`src/logic/gpij_defs.vh`:
```
// Register offsets, field layouts and reset values of the two 8-bit ports
`ifndef GPIJ_DEFS_VH
`define GPIJ_DEFS_VH
`define GPIJ_OFS_DATA 6'h00
`define GPIJ_OFS_OUTEN 6'h04
`define GPIJ_OFS_FUNC 6'h08
`define GPIJ_OFS_RSVD 6'h10
`define GPIJ_OFS_PULLUP 6'h2C
`define GPIJ_OFS_INEN 6'h38
`define GPIJ_SEL_PORT_I 1'b0
`define GPIJ_SEL_PORT_J 1'b1
`define GPIJ_PORT_SEL_BIT 6
`define GPIJ_ADDR_W 7
`define GPIJ_PORT_W 8
`define GPIJ_RST_BYTE 8'h00
`define GPIJ_ZERO_HI 24'h000000
`define GPIJ_SLVERR_RSVD 1'b1
`endif

```
`src/logic/gpij_ports.v`:
```
// Two 8-bit general-purpose I/O ports with APB register access
//
// Added by the designer: register access over APB.
`timescale 1ns/1ps
`default_nettype none
`include "gpij_defs.vh"
// Summary of operation
// - Port J has eight pins, each input or output, direction set per bit.
// - Port J input and output are enabled by separate per-bit enable bits.
// - Port J function bits route timer 6/7 outputs and interrupt inputs to pins.
// - After reset all port J bits are port pins with input, output, pull-up off.
// - Interrupt input with function and input enable stays live in STOP, drive off.
// - Outside STOP, any input-enabled port J pin 0-3, 6 or 7 feeds interrupt logic regardless.
// - Port J data register holds bits 7-0, upper bits read zero, reset zero.
// - Port J output control bits 7-0, 1 enables the driver, reset zero.
// - Port J data at 0x00, output control at 0x04, function at 0x08.
// - Port J pull-up control at 0x2C, input control at 0x38.
// - Port I output control gives per-pin driver enables in bits 7-0.
// - Port I function 1 selects timer-4 captures on bits 7,6 and timer outputs below.
// - Port I pull-up control enables pull-ups per bit, reset zero.
// - Port I input control enables input buffers per bit, reset zero.
// - Port I registers use the same offsets within their own base.
module gpij_ports (
    input wire I_CLK,
    input wire I_RST,
    input wire I_PSEL,
    input wire I_PENABLE,
    input wire I_PWRITE,
    input wire [6:0] I_PADDR,
    input wire [31:0] I_PWDATA,
    output reg [31:0] O_PRDATA,
    output reg O_PREADY,
    output reg O_PSLVERR,
    input wire [7:0] I_PI_PIN,
    output reg [7:0] O_PI_PIN,
    output reg [7:0] O_PI_PIN_OE,
    output reg [7:0] O_PI_PULLUP,
    input wire [7:0] I_PJ_PIN,
    output reg [7:0] O_PJ_PIN,
    output reg [7:0] O_PJ_PIN_OE,
    output reg [7:0] O_PJ_PULLUP,
    input wire [5:0] I_TIMER_OUT_I,
    input wire [1:0] I_TIMER_OUT_J,
    output reg O_TIMER4_CAPTURE_INPUT_A,
    output reg O_TIMER4_CAPTURE_INPUT_B,
    input wire I_STOP_MODE,
    input wire I_STANDBY_PIN_DRIVE_CONTROL,
    output reg [5:0] O_EXT_INT
);

    reg [7:0] pi_data_reg;
    reg [7:0] pi_outen_reg;
    reg [7:0] pi_func_reg;
    reg [7:0] pi_pullup_reg;
    reg [7:0] pi_inen_reg;
    reg [7:0] pj_data_reg;
    reg [7:0] pj_outen_reg;
    reg [7:0] pj_func_reg;
    reg [7:0] pj_pullup_reg;
    reg [7:0] pj_inen_reg;
    wire [7:0] pi_out_next;
    wire [7:0] pj_out_next;
    reg [7:0] rd_byte_next;
    reg rd_hit_next;
    reg [5:0] ext_int_next;
    reg [7:0] pj_int_live;
    wire [7:0] pi_in_gated;
    wire [7:0] pj_in_gated;
    wire [7:0] pj_oe_eff;
    wire [7:0] pi_oe_eff;
    wire [7:0] pi_pu_eff;
    wire [7:0] pj_pu_eff;
    wire [5:0] ofs;
    wire sel_j;
    wire setup_ph;
    wire wr_en;
    wire stop_drive_off;
    genvar g;

    // Offset match, shared by write decode and read mux
    function is_ofs;
        input [5:0] a;
        input [5:0] o;
        begin
            is_ofs = (a == o);
        end
    endfunction

    assign ofs = I_PADDR[5:0];
    assign sel_j = I_PADDR[`GPIJ_PORT_SEL_BIT];
    assign setup_ph = I_PSEL & ~I_PENABLE;
    assign wr_en = I_PSEL & I_PENABLE & O_PREADY & I_PWRITE;
    assign stop_drive_off = I_STOP_MODE & I_STANDBY_PIN_DRIVE_CONTROL;

    // Input buffers gate pins to zero when disabled
    assign pi_in_gated = I_PI_PIN & pi_inen_reg;
    assign pj_in_gated = I_PJ_PIN & pj_inen_reg;
    // Standby drive control releases pins in STOP
    assign pi_oe_eff = stop_drive_off ? `GPIJ_RST_BYTE : pi_outen_reg;
    assign pj_oe_eff = stop_drive_off ? `GPIJ_RST_BYTE : pj_outen_reg;
    assign pi_pu_eff = stop_drive_off ? `GPIJ_RST_BYTE : pi_pullup_reg;
    assign pj_pu_eff = stop_drive_off ? `GPIJ_RST_BYTE : pj_pullup_reg;

    // Output mux: port data or timer output per function bit
    generate
        for (g = 0; g < 8; g = g + 1) begin : g_out
            if (g < 6) begin : g_pi_tmr
                assign pi_out_next[g] = pi_func_reg[g] ? I_TIMER_OUT_I[g] : pi_data_reg[g];
            end else begin : g_pi_port
                assign pi_out_next[g] = pi_data_reg[g];
            end
            if (g == 4 || g == 5) begin : g_pj_tmr
                assign pj_out_next[g] = pj_func_reg[g] ? I_TIMER_OUT_J[g-4] : pj_data_reg[g];
            end else begin : g_pj_port
                assign pj_out_next[g] = pj_data_reg[g];
            end
        end
    endgenerate

    // Interrupt path of port J pins 0-3, 6, 7
    always @* begin
        if (I_STOP_MODE) begin
            pj_int_live = pj_in_gated & pj_func_reg;
        end else begin
            pj_int_live = pj_in_gated;
        end
        ext_int_next = {pj_int_live[7:6], pj_int_live[3:0]};
    end

    // Read mux; reserved and unmapped offsets answer zero with error
    always @* begin
        rd_byte_next = `GPIJ_RST_BYTE;
        rd_hit_next = 1'b1;
        if (is_ofs(ofs, `GPIJ_OFS_DATA)) begin
            rd_byte_next = sel_j ? ((pj_data_reg & pj_outen_reg) | (pj_in_gated & ~pj_outen_reg))
                                 : ((pi_data_reg & pi_outen_reg) | (pi_in_gated & ~pi_outen_reg));
        end else if (is_ofs(ofs, `GPIJ_OFS_OUTEN)) begin
            rd_byte_next = sel_j ? pj_outen_reg : pi_outen_reg;
        end else if (is_ofs(ofs, `GPIJ_OFS_FUNC)) begin
            rd_byte_next = sel_j ? pj_func_reg : pi_func_reg;
        end else if (is_ofs(ofs, `GPIJ_OFS_PULLUP)) begin
            rd_byte_next = sel_j ? pj_pullup_reg : pi_pullup_reg;
        end else if (is_ofs(ofs, `GPIJ_OFS_INEN)) begin
            rd_byte_next = sel_j ? pj_inen_reg : pi_inen_reg;
        end else begin
            rd_hit_next = 1'b0;
        end
    end

    // Register file; only byte 0 of the write data is stored
    always @(posedge I_CLK or posedge I_RST) begin
        if (I_RST) begin
            pi_data_reg <= `GPIJ_RST_BYTE;
            pi_outen_reg <= `GPIJ_RST_BYTE;
            pi_func_reg <= `GPIJ_RST_BYTE;
            pi_pullup_reg <= `GPIJ_RST_BYTE;
            pi_inen_reg <= `GPIJ_RST_BYTE;
            pj_data_reg <= `GPIJ_RST_BYTE;
            pj_outen_reg <= `GPIJ_RST_BYTE;
            pj_func_reg <= `GPIJ_RST_BYTE;
            pj_pullup_reg <= `GPIJ_RST_BYTE;
            pj_inen_reg <= `GPIJ_RST_BYTE;
        end else if (wr_en) begin
            if (sel_j == `GPIJ_SEL_PORT_J) begin
                if (is_ofs(ofs, `GPIJ_OFS_DATA)) pj_data_reg <= I_PWDATA[7:0];
                if (is_ofs(ofs, `GPIJ_OFS_OUTEN)) pj_outen_reg <= I_PWDATA[7:0];
                if (is_ofs(ofs, `GPIJ_OFS_FUNC)) pj_func_reg <= I_PWDATA[7:0];
                if (is_ofs(ofs, `GPIJ_OFS_PULLUP)) pj_pullup_reg <= I_PWDATA[7:0];
                if (is_ofs(ofs, `GPIJ_OFS_INEN)) pj_inen_reg <= I_PWDATA[7:0];
            end else begin
                if (is_ofs(ofs, `GPIJ_OFS_DATA)) pi_data_reg <= I_PWDATA[7:0];
                if (is_ofs(ofs, `GPIJ_OFS_OUTEN)) pi_outen_reg <= I_PWDATA[7:0];
                if (is_ofs(ofs, `GPIJ_OFS_FUNC)) pi_func_reg <= I_PWDATA[7:0];
                if (is_ofs(ofs, `GPIJ_OFS_PULLUP)) pi_pullup_reg <= I_PWDATA[7:0];
                if (is_ofs(ofs, `GPIJ_OFS_INEN)) pi_inen_reg <= I_PWDATA[7:0];
            end
        end
    end

    // APB answer: no wait state, data and error registered in setup
    always @(posedge I_CLK or posedge I_RST) begin
        if (I_RST) begin
            O_PREADY <= 1'b0;
            O_PRDATA <= 32'h00000000;
            O_PSLVERR <= 1'b0;
        end else if (setup_ph) begin
            O_PREADY <= 1'b1;
            O_PRDATA <= I_PWRITE ? 32'h00000000 : {`GPIJ_ZERO_HI, rd_byte_next};
            O_PSLVERR <= ~rd_hit_next & `GPIJ_SLVERR_RSVD;
        end else begin
            O_PREADY <= 1'b0;
            O_PRDATA <= 32'h00000000;
            O_PSLVERR <= 1'b0;
        end
    end

    // Pin and peripheral outputs, all registered
    always @(posedge I_CLK or posedge I_RST) begin
        if (I_RST) begin
            O_PI_PIN <= `GPIJ_RST_BYTE;
            O_PI_PIN_OE <= `GPIJ_RST_BYTE;
            O_PI_PULLUP <= `GPIJ_RST_BYTE;
            O_PJ_PIN <= `GPIJ_RST_BYTE;
            O_PJ_PIN_OE <= `GPIJ_RST_BYTE;
            O_PJ_PULLUP <= `GPIJ_RST_BYTE;
            O_TIMER4_CAPTURE_INPUT_A <= 1'b0;
            O_TIMER4_CAPTURE_INPUT_B <= 1'b0;
            O_EXT_INT <= 6'h00;
        end else begin
            O_PI_PIN <= pi_out_next;
            O_PI_PIN_OE <= pi_oe_eff;
            O_PI_PULLUP <= pi_pu_eff;
            O_PJ_PIN <= pj_out_next;
            O_PJ_PIN_OE <= pj_oe_eff;
            O_PJ_PULLUP <= pj_pu_eff;
            O_TIMER4_CAPTURE_INPUT_A <= pi_in_gated[6] & pi_func_reg[6];
            O_TIMER4_CAPTURE_INPUT_B <= pi_in_gated[7] & pi_func_reg[7];
            O_EXT_INT <= ext_int_next;
        end
    end

endmodule // gpij_ports
`default_nettype wire

```
`config.mk`:
```
export PLATFORM = sky130hd
export DESIGN_NAME = gpij_ports
export DESIGN_NICKNAME = d
export VERILOG_FILES = /design/src/logic/gpij_ports.v
export VERILOG_INCLUDE_DIRS = /design/src /design/src/logic
export SDC_FILE = /design/constraint.sdc
export NUM_CORES = 1
export LEC_CHECK = 0
export BUFFER_PORTS_ARGS = -buffer_cell sky130_fd_sc_hd__buf_2
export CORE_UTILIZATION = 25
export DETAILED_ROUTE_END_ITERATION = 8
export PLACE_DENSITY_LB_ADDON = 0.2
export RECOVER_POWER = 100
export SYNTH_ARGS = -nofsm -noshare
export SYNTH_HDL_FRONTEND = slang
export SYNTH_SLANG_ARGS = --single-unit
```
`constraint.sdc`:
```
create_clock -name I_CLK -period 9.78 [get_ports I_CLK]
set_clock_uncertainty 0.1 [all_clocks]
set_input_delay 1.467 -clock I_CLK [delete_from_list [all_inputs] [get_ports I_CLK]]
set_output_delay 1.467 -clock I_CLK [all_outputs]
set_load 0.05 [all_outputs]
```
### Word level (Yosys, flattened, before mapping)

Cells that the tools add are included.

| word-level totals | value |
|---|---|
| register bits after elaboration | 170 |
| input port bits | 70 |

| cells by class | value |
|---|---|
| equal/unequal tests | 4 |
| mux-type cells | 32 |
| bitwise gates (word level) | 21 |
| reduce and logical (&&, ||, !) cells | 11 |

Operator list:

| kind | number |
|---|---|
| $mux W8 | 17 |
| $and A8 B8 Y8 | 7 |
| $reduce_and A3 Y1 | 10 |
| $not A8 Y8 | 2 |
| $or A8 B8 Y8 | 2 |
| $mux W1 | 15 |
| $eq A6 B6 Y1 const B | 2 |
| $and A1 B1 Y1 | 7 |
| $eq A6 B3 Y1 const B | 1 |
| $eq A6 B4 Y1 const B | 1 |
| $logic_not A6 Y1 | 1 |
| $not A1 Y1 | 3 |

### Logic depth before layout (Yosys ltp)

Gate-level depths: netlist (run 1).

| logic depth | value |
|---|---|
| depth in word-level cells | 8 |
| mapped depth | 7 |
| gate-level depth less buffers | 4 |

### Worst setup path before layout (run 1)

No wires, ideal clock.

| path | value |
|---|---|
| kind | input to register |
| start | in I_PADDR[2] |
| end | reg pi_func_reg[0] |
| arrival | 3.192 ns |
| data required time | 9.555 ns |
| path slack | 6.363 ns |
| stages on the path | 7 |
| path buffers | 3 |
| path through | clkbuf_1 -> or4b_1 -> buf_2 -> or3_1 -> buf_2 -> nor2_8 -> mux2_2 |

| between the ends | value |
|---|---|
| cells in the longest elaborated chain, start to end | 2 |

Ends and longest elaborated chain:

| what | RTL line | source |
|---|---|---|
| start, declared | gpij_ports.v:29 | `input wire [6:0] I_PADDR,` |
| $eq A6 B4 Y1 | gpij_ports.v:85 | `is_ofs = (a == o);` |
| $reduce_and A3 Y1 (no line) | - |  |
| end signal, assigned | gpij_ports.v:155 | `` pi_func_reg <= `GPIJ_RST_BYTE; `` |
| end signal, assigned | gpij_ports.v:173 | `` if (is_ofs(ofs, `GPIJ_OFS_FUNC)) pi_func_reg <= I_PWDATA[7:0]; `` |
| end, declared | gpij_ports.v:53 | `reg [7:0] pi_func_reg;` |

No other way between the ends.
A chain may end at the register's enable or synchronous reset.

### Worst setup path in the final report (run 1)

| path | value |
|---|---|
| start | in I_PADDR[6] |
| end | reg pj_outen_reg[4] |

| between the ends | value |
|---|---|
| cells in the longest elaborated chain, start to end | 1 |

Ends and longest elaborated chain:

| what | RTL line | source |
|---|---|---|
| $reduce_and A3 Y1 (no line) | - |  |
| end signal, assigned | gpij_ports.v:159 | `` pj_outen_reg <= `GPIJ_RST_BYTE; `` |
| end signal, assigned | gpij_ports.v:166 | `` if (is_ofs(ofs, `GPIJ_OFS_OUTEN)) pj_outen_reg <= I_PWDATA[7:0]; `` |
| end, declared | gpij_ports.v:57 | `reg [7:0] pj_outen_reg;` |

No other way between the ends.

==> qor.yml, run 1 <==
routing:
  drt-initial-drc-count: 208
  ant_nets: 0
  first_pass_iters: 4
  drc: 0
  via_per_inst: 4.442
  routed_wl_um: 17280
  via_count: 4153
  wl_per_cell_um: 18.48
global_route:
  grt_util_all_layers_pct: 14.13
  antenna_found_initial: 1
  grt_max_degree: 80
  grt_first_pass_wirelength_um: 26720
  gr-total-overflow: 0
  first_global_vias: 4395
clock_tree:
  clkTransAtPathRegs_ps: 60
  clock_path_buffers: 2
  cts_tree: "built"
  clkSinkCount: 146
  insertion_delay_ps: 430
  post_cts_buffers: 0
  htreeDepth: 4
  cts_resized: 0
  root_buffer: "clkbuf_16"
  hold_buffers: 0
  cts_buffers: 17
finish:
  final_nets: 669
  area_delta_synth_final_pct: 21.12
  fin_util_pct: 31.00
  drive_gt1_share_pct: 28.03
  finalInstanceArea_mm2: 0.007584
  stdcell_count: 935
timing:
  whs_ps: 304.0
  clock.fmax_mhz: 173.7
  hold_viol: 0
  relSlewSlack_pct: -104.9
  fin_crit_ps: 5758
  final_max_slew_viol_count: 128
  rsz0062_at_grt: "no"
  finalSetupTns_ps: 0
  finalSetupViolCount: 0
  worst_pin_slew_ps: 3057
  worst_slack_ps: 4022
  min_period_over_period_pct: 58.87
worst_setup_path:
  max_stage_delay_ps: 2130
  slowest_stage: "clkbuf_1"
  start_kind: "input port"
  critPathKind: "input port to register"
  end_kind: "register"
  crit_path_max_fanout: 49
  worst_ep_required_time_ps: 9990
  crit_chain: "buf_2, clkbuf_1, inv_1, nor2_1, and3_1, mux2_2"
  critical_path.top_delay_family: "buffers and inverters"
  cp.arrival_ps: 5960
  critPathBufInv: 3
placement:
  port_buffers: 111
  place_inst: 904
  place_area_mm2: 0.007053
  pre_cts_ws_ps: 5432
  gp_congestion: 0.7924
  dp_hpwl_um: 11840
floorplan:
  core_mm2: 0.02446
  num_rows: 57
  initial_utilization_pct: 25.59
  io_pins: 160
  die_w_um: 160.3
  fp.dieH_um: 160.3
  fp.dieArea_mm2: 0.02568
power:
  p_leak_nw: 3.584
  cellPowerDensity_mw_per_mm2: 187.0
  vdd_drop_max_mv: 0.1058
  finalPower_mw: 1.418
synthesis:
  syn_avg_cell_area_um2: 12.73
  synth_cells: 492
  synth_area_leaders: "dfrtp_1, mux2_2, and2_1"
  ys.flop_type: "dfrtp_1"
  yosysSeqAreaShare_pct: 58.35
  synth_warnings: 0
  synth_seq_cells: 146
  yosysMostFrequentCell: "dfrtp_1"
  yosysTopAreaCellShare_pct: 58.35
  synth_area_leader_cell: "dfrtp_1"
  async_flop_share_pct: 100.0
  ys_types: 36
  synth_enable_flop_cells: 0
  netlist_area_mm2: 0.006261
  synth_common_cells: "dfrtp_1, mux2_2, nand2_1"
status:
  violations: "max-capacitance violations, max-slew violations"
  status: "complete, but fails checks"
worst_hold_path:
  hp-class: "register to register"
flow_run:
  drv_cap: 3
[layout make-up]
| cell class | instances | area, um^2 |
|---|---|---|
| antenna | 1 | 2.502 |
| multi-input combinational | 313 | 2355 |
| sequential | 146 | 3654 |
| timing repair buffer | 113 | 478.0 |
| clock inverter | 9 | 177.7 |
| clock buffer | 21 | 480.5 |
| inverter | 8 | 31.28 |
| tap | 324 | 405.4 |
| fill | 2538 | 16880 |
[cell families (layout without fill, tap and decap cells)]
logic type	after synthesis	after routing	synth area share, %
DFF	146	146	58.35
other	1	25	0.05989
AOI/OAI and AO/OA	54	54	5.736
muxes	117	117	20.66
buffers and inverters	56	151	4.876
and+or+nand+nor	118	118	10.31
[power by group]
group / internal [mW] / total (mW) / switching, mW
Sequential: 0.609 / 0.612 / 0.00308
Combinational: 0.0180 / 0.0846 / 0.0666
Clock: 0.476 / 0.722 / 0.245
Total: 1.10 / 1.42 / 0.315
[cells in the final DEF (no fill, tap or decap), drive strengths merged]
cell	count
clkbuf	93
mux2	98
nand3	2
or2	2
nor3	14
dfrtp	146
nand4	1
a221oi	5
bufinv	5
or4	1
nor2b	1
or3	2
nand2	40
nor2	9
o211ai	12
conb	24
inv	7
or4b	1
buf	41
o21ai	4
nand3b	2
nand2b	2
a2111oi	9
mux2i	19
and2	32
nor4	3
a21oi	19
nor4b	1
and3	3
diode	1
nand4b	1
clkinvlp	4
o22ai	5
clkinv	1
nor4bb	1
[final timing paths]
kind	depth (start not counted)	slack, ps	endpoint	from
hold reg to reg	0	300	O_PJ_PIN[0]	pj_data_reg[0]
min in group asynchronous	2	1810	O_PJ_PIN_OE[0]	I_RST
setup / recovery	6	4020	pj_outen_reg[4]	I_PADDR[6]
setup reg to reg	4	7040	pi_inen_reg[1]	O_PREADY
hold / removal	0	300	O_PJ_PIN[0]	pj_data_reg[0]
max in group asynchronous	3	5730	pj_outen_reg[3]	I_RST
[metal layers]
layer,global-route usage (%),vias up,wire length [um]
li1,-,1909,-
met1,18.78,2089,8051
met2,21.74,133,7974
met3,3.636,22,949
met4,5.974,0,302
met5,0,-,0
No activity file was read; power rests on OpenSTA's default activity.
==> run 2: changes to the inputs <==
--- a/config.mk
+++ b/config.mk
@@ -6,6 +6,7 @@
 export SDC_FILE = /design/constraint.sdc
 export NUM_CORES = 1
 export LEC_CHECK = 0
+export ABC_AREA = 1
 export BUFFER_PORTS_ARGS = -buffer_cell sky130_fd_sc_hd__buf_2
 export CORE_UTILIZATION = 25
 export DETAILED_ROUTE_END_ITERATION = 8
==> constraint.sdc (replaced) <==
create_clock -name I_CLK -period 6 [get_ports I_CLK]
set_clock_uncertainty 0.1 [all_clocks]
set_input_delay 0.9 -clock I_CLK [delete_from_list [all_inputs] [get_ports I_CLK]]
set_output_delay 0.9 -clock I_CLK [all_outputs]
set_load 0.05 [all_outputs]
==> run 2 against run 1 <==
  * The flow still finishes with violations (max-capacitance violations, max-slew violations)
  * First-iteration DRC count grew 48%
  * Area after synthesis is 1.7% higher
  * Clock-buffer cell count decreased by 1
  * Power grew 52%
  * Flip-flop and latch count stayed put
  * Cell count is 22% higher
  * Combinational power rose by 63%
  * Sequential share of layout area increased by 0.86 points
  * Critical path depth is the same
  * Die area grew 1.7%
==> qor.yml, run 2 <==
status:
  status: "complete, but fails checks"  # unchanged
  violations: "max-capacitance violations, max-slew violations"  # unchanged
timing:
  min_period_over_period_pct: 56.52
  hold_viol: 0  # unchanged
  relSlewSlack_pct: -13.41  # was -104.9%
  worst_pin_slew_ps: 1701  # was 3057 ps
  worst_slack_ps: 2609  # was 4022 ps
  clock.fmax_mhz: 294.9
  finalSetupTns_ps: 0  # unchanged
  final_max_slew_viol_count: 33  # was 128
  fin_crit_ps: 3391
  finalSetupViolCount: 0  # unchanged
  rsz0062_at_grt: "no"  # unchanged
routing:
  via_per_inst: 4.199  # was 4.442
  highest_layer: "met4"  # unchanged
  via_count: 4791  # was 4153
  wl_per_cell_um: 15.84  # was 18.48 um
  routed_wl_um: 18080  # was 17280 um
  wl_met3_um: 886  # was 949 um
  drt-met1-wl_um: 8695  # was 8051 um
  ant_nets: 0  # unchanged
  drc: 0  # unchanged
  wl_met2_um: 8339  # was 7974 um
  drt-initial-drc-count: 307  # was 208
  first_pass_iters: 5  # was 4
placement:
  dp_hpwl_um: 12480  # was 11840 um
  port_buffers: 111  # unchanged
  place_area_mm2: 0.007126  # was 0.007053 mm^2
  gp_congestion: 0.7941  # was 0.7924
  pre_cts_ws_ps: 2979  # was 5432 ps
synthesis:
  async_flop_share_pct: 100.0  # unchanged
  ys_types: 28  # was 36
  yosysSeqAreaShare_pct: 57.37  # was 58.35%
  netlist_area_mm2: 0.006369  # was 0.006261 mm^2
  synth_cells: 688  # was 492
  synth_area_leaders: "dfrtp_1, nand2_1, o21ai_0"  # was dfrtp_1, mux2_2, and2_1
  synth_common_cells: "nand2_1, dfrtp_1, o21ai_0"  # was dfrtp_1, mux2_2, nand2_1
  yosysTopAreaCellShare_pct: 57.37  # was 58.35%
  synth_area_leader_cell: "dfrtp_1"  # unchanged
  ys.flop_type: "dfrtp_1"  # unchanged
  synth_seq_cells: 146  # unchanged
  synth_enable_flop_cells: 0  # unchanged
  yosysMostFrequentCell: "nand2_1"  # was dfrtp_1
  synth_warnings: 0  # unchanged
  syn_avg_cell_area_um2: 9.257  # was 12.73 um^2
clock_tree:
  cts_resized: 0  # unchanged
  post_cts_buffers: 0  # unchanged
  clkTransAtPathRegs_ps: 60  # about the same
  clock_path_buffers: 2  # unchanged
  root_buffer: "clkbuf_16"  # unchanged
  cts_buffers: 17  # unchanged
  hold_buffers: 0  # unchanged
  cts_tree: "built"  # unchanged
  htreeDepth: 4  # unchanged
  insertion_delay_ps: 420  # was 430 ps
  clkSinkCount: 146  # unchanged
floorplan:
  initial_utilization_pct: 25.36  # was 25.59%
  fp.dieArea_mm2: 0.02612  # was 0.02568 mm^2
  core_mm2: 0.02511  # was 0.02446 mm^2
  io_pins: 160  # unchanged
  num_rows: 58  # was 57
  die_w_um: 161.6  # was 160.3 um
  fp.dieH_um: 161.6  # was 160.3 um
power:
  switching_share_pct: 25.92  # was 22.20%
  cellPowerDensity_mw_per_mm2: 289.0  # was 187.0 mW/mm^2
  p_sw_uw: 558.0  # was 314.9 uW
  clockPowerShare_pct: 47.3  # was 50.9%
  p_leak_nw: 3.463  # was 3.584 nW
  p_int_mw: 1.595  # was 1.103 mW
  power_frac_seq_pct: 46.3  # was 43.2%
  power_frac_comb_pct: 6.4  # was 6.0%
  vdd_drop_max_mv: 0.1602  # was 0.1058 mV
worst_hold_path:
  hp-class: "register to register"  # unchanged
  min-delay-start: "pj_data_reg[0]"  # unchanged
global_route:
  antenna_found_initial: 0  # was 1
  first_global_vias: 4566  # was 4395
  gr-total-overflow: 0  # unchanged
  grt_first_pass_wirelength_um: 27660  # was 26720 um
  grt_util_all_layers_pct: 14.39  # was 14.13%
  grt_max_degree: 95  # was 80
finish:
  finalInstanceArea_mm2: 0.007451  # was 0.007584 mm^2
  final_cell_mix: "nand2_1, dfrtp_1, o21ai_0"  # was dfrtp_1, mux2_2, clkbuf_1
  fill_cells: 2772  # was 2538
  final_nets: 868  # was 669
  area_delta_synth_final_pct: 16.99  # was 21.12%
  drive_gt1_share_pct: 11.34  # was 28.03%
  final_common_cell: "nand2_1"  # was dfrtp_1
  antenna_cells: 0  # was 1
worst_setup_path:
  cp.arrival_ps: 3620  # was 5960 ps
  start_kind: "input port"  # unchanged
  crit_path_max_fanout: 42  # was 49
  startpoint: "I_PADDR[6]"  # unchanged
  end_kind: "register"  # unchanged
  worst_ep_required_time_ps: 6230  # was 9990 ps
  rr_startpoint: "O_PREADY"  # unchanged
  critPathKind: "input port to register"  # unchanged
flow_run:
  drv_cap: 1  # was 3
==> run 2: power groups by stage <==
stage / clock network (mW) / registers (mW) / logic [mW]
6_report: 1.02 / 0.997 / 0.138
4_1_cts: 1.05 / 0.997 / 0.149
5_1_grt: 1.09 / 0.997 / 0.152
2_1_floorplan: 0 / 1.03 / 0.0982
3_3_place_gp: 0 / 1.02 / 0.148
3_5_place_dp: 0 / 1.01 / 0.149
==> run 2: per-layer routing <==
| layer | vias up | track usage, % |
|---|---|---|
| met5 | - | 0 |
| met4 | 0 | 4.245 |
| met3 | 10 | 2.876 |
| met2 | 145 | 22.57 |
| met1 | 2257 | 19.96 |
| li1 | 2379 | - |
==> run 2: stage by stage <==
stage / instances / utilization [%] / power (mW) / hold WS, ps
6_report: 1141 / 29.67 / 2.153 / 314.4
5_1_grt: 1141 / 29.67 / 2.237 / 328.6
4_1_cts: 1141 / 30.59 / 2.192 / 321.8
3_5_place_dp: 1109 / 28.38 / 1.163 / 306.6
3_3_place_gp: 1109 / 28.38 / 1.163 / 305.9
2_1_floorplan: 711 / - / 1.124 / 274.6
==> run 2: final timing paths <==
check,endpoint,cells past startpoint,slack [ps]
setup / recovery,pj_data_reg[1],6,2610
hold / removal,O_PJ_PIN[0],0,310
setup reg to reg,pj_data_reg[1],4,4060
hold reg to reg,O_PJ_PIN[0],0,310
max in group asynchronous,O_EXT_INT[1],3,3940
min in group asynchronous,O_PJ_PULLUP[3],2,530
==> run 2: layout make-up <==
type	instances	area (um^2)	area share [%]
clock buffers	20	446.7	5.995
clock inverters	12	107.6	1.444
inverters	59	227.7	3.056
multi-input cells	459	2113	28.36
flip-flops and latches	146	3654	49.03
well taps	330	412.9	5.542
repair buffers	115	489.2	6.566
==> run 2: logic make-up (layout without fill, tap and decap cells) <==
family	count (synthesis)	in the layout	share of synthesized area [%]
AND/OR/NAND/NOR	290	290	20.29
AO/OA/AOI/OAI	137	137	12.14
buffers and inverters	106	206	8.723
multiplexers	8	8	1.415
other	1	24	0.05888
flip-flops	146	146	57.37
==> run 2: critical path, stage by stage <==
cell,delay (ps)
buf_2,80
buf_4,440
inv_1,740
nor2_1,560
nand2_1,500
o21ai_0,360
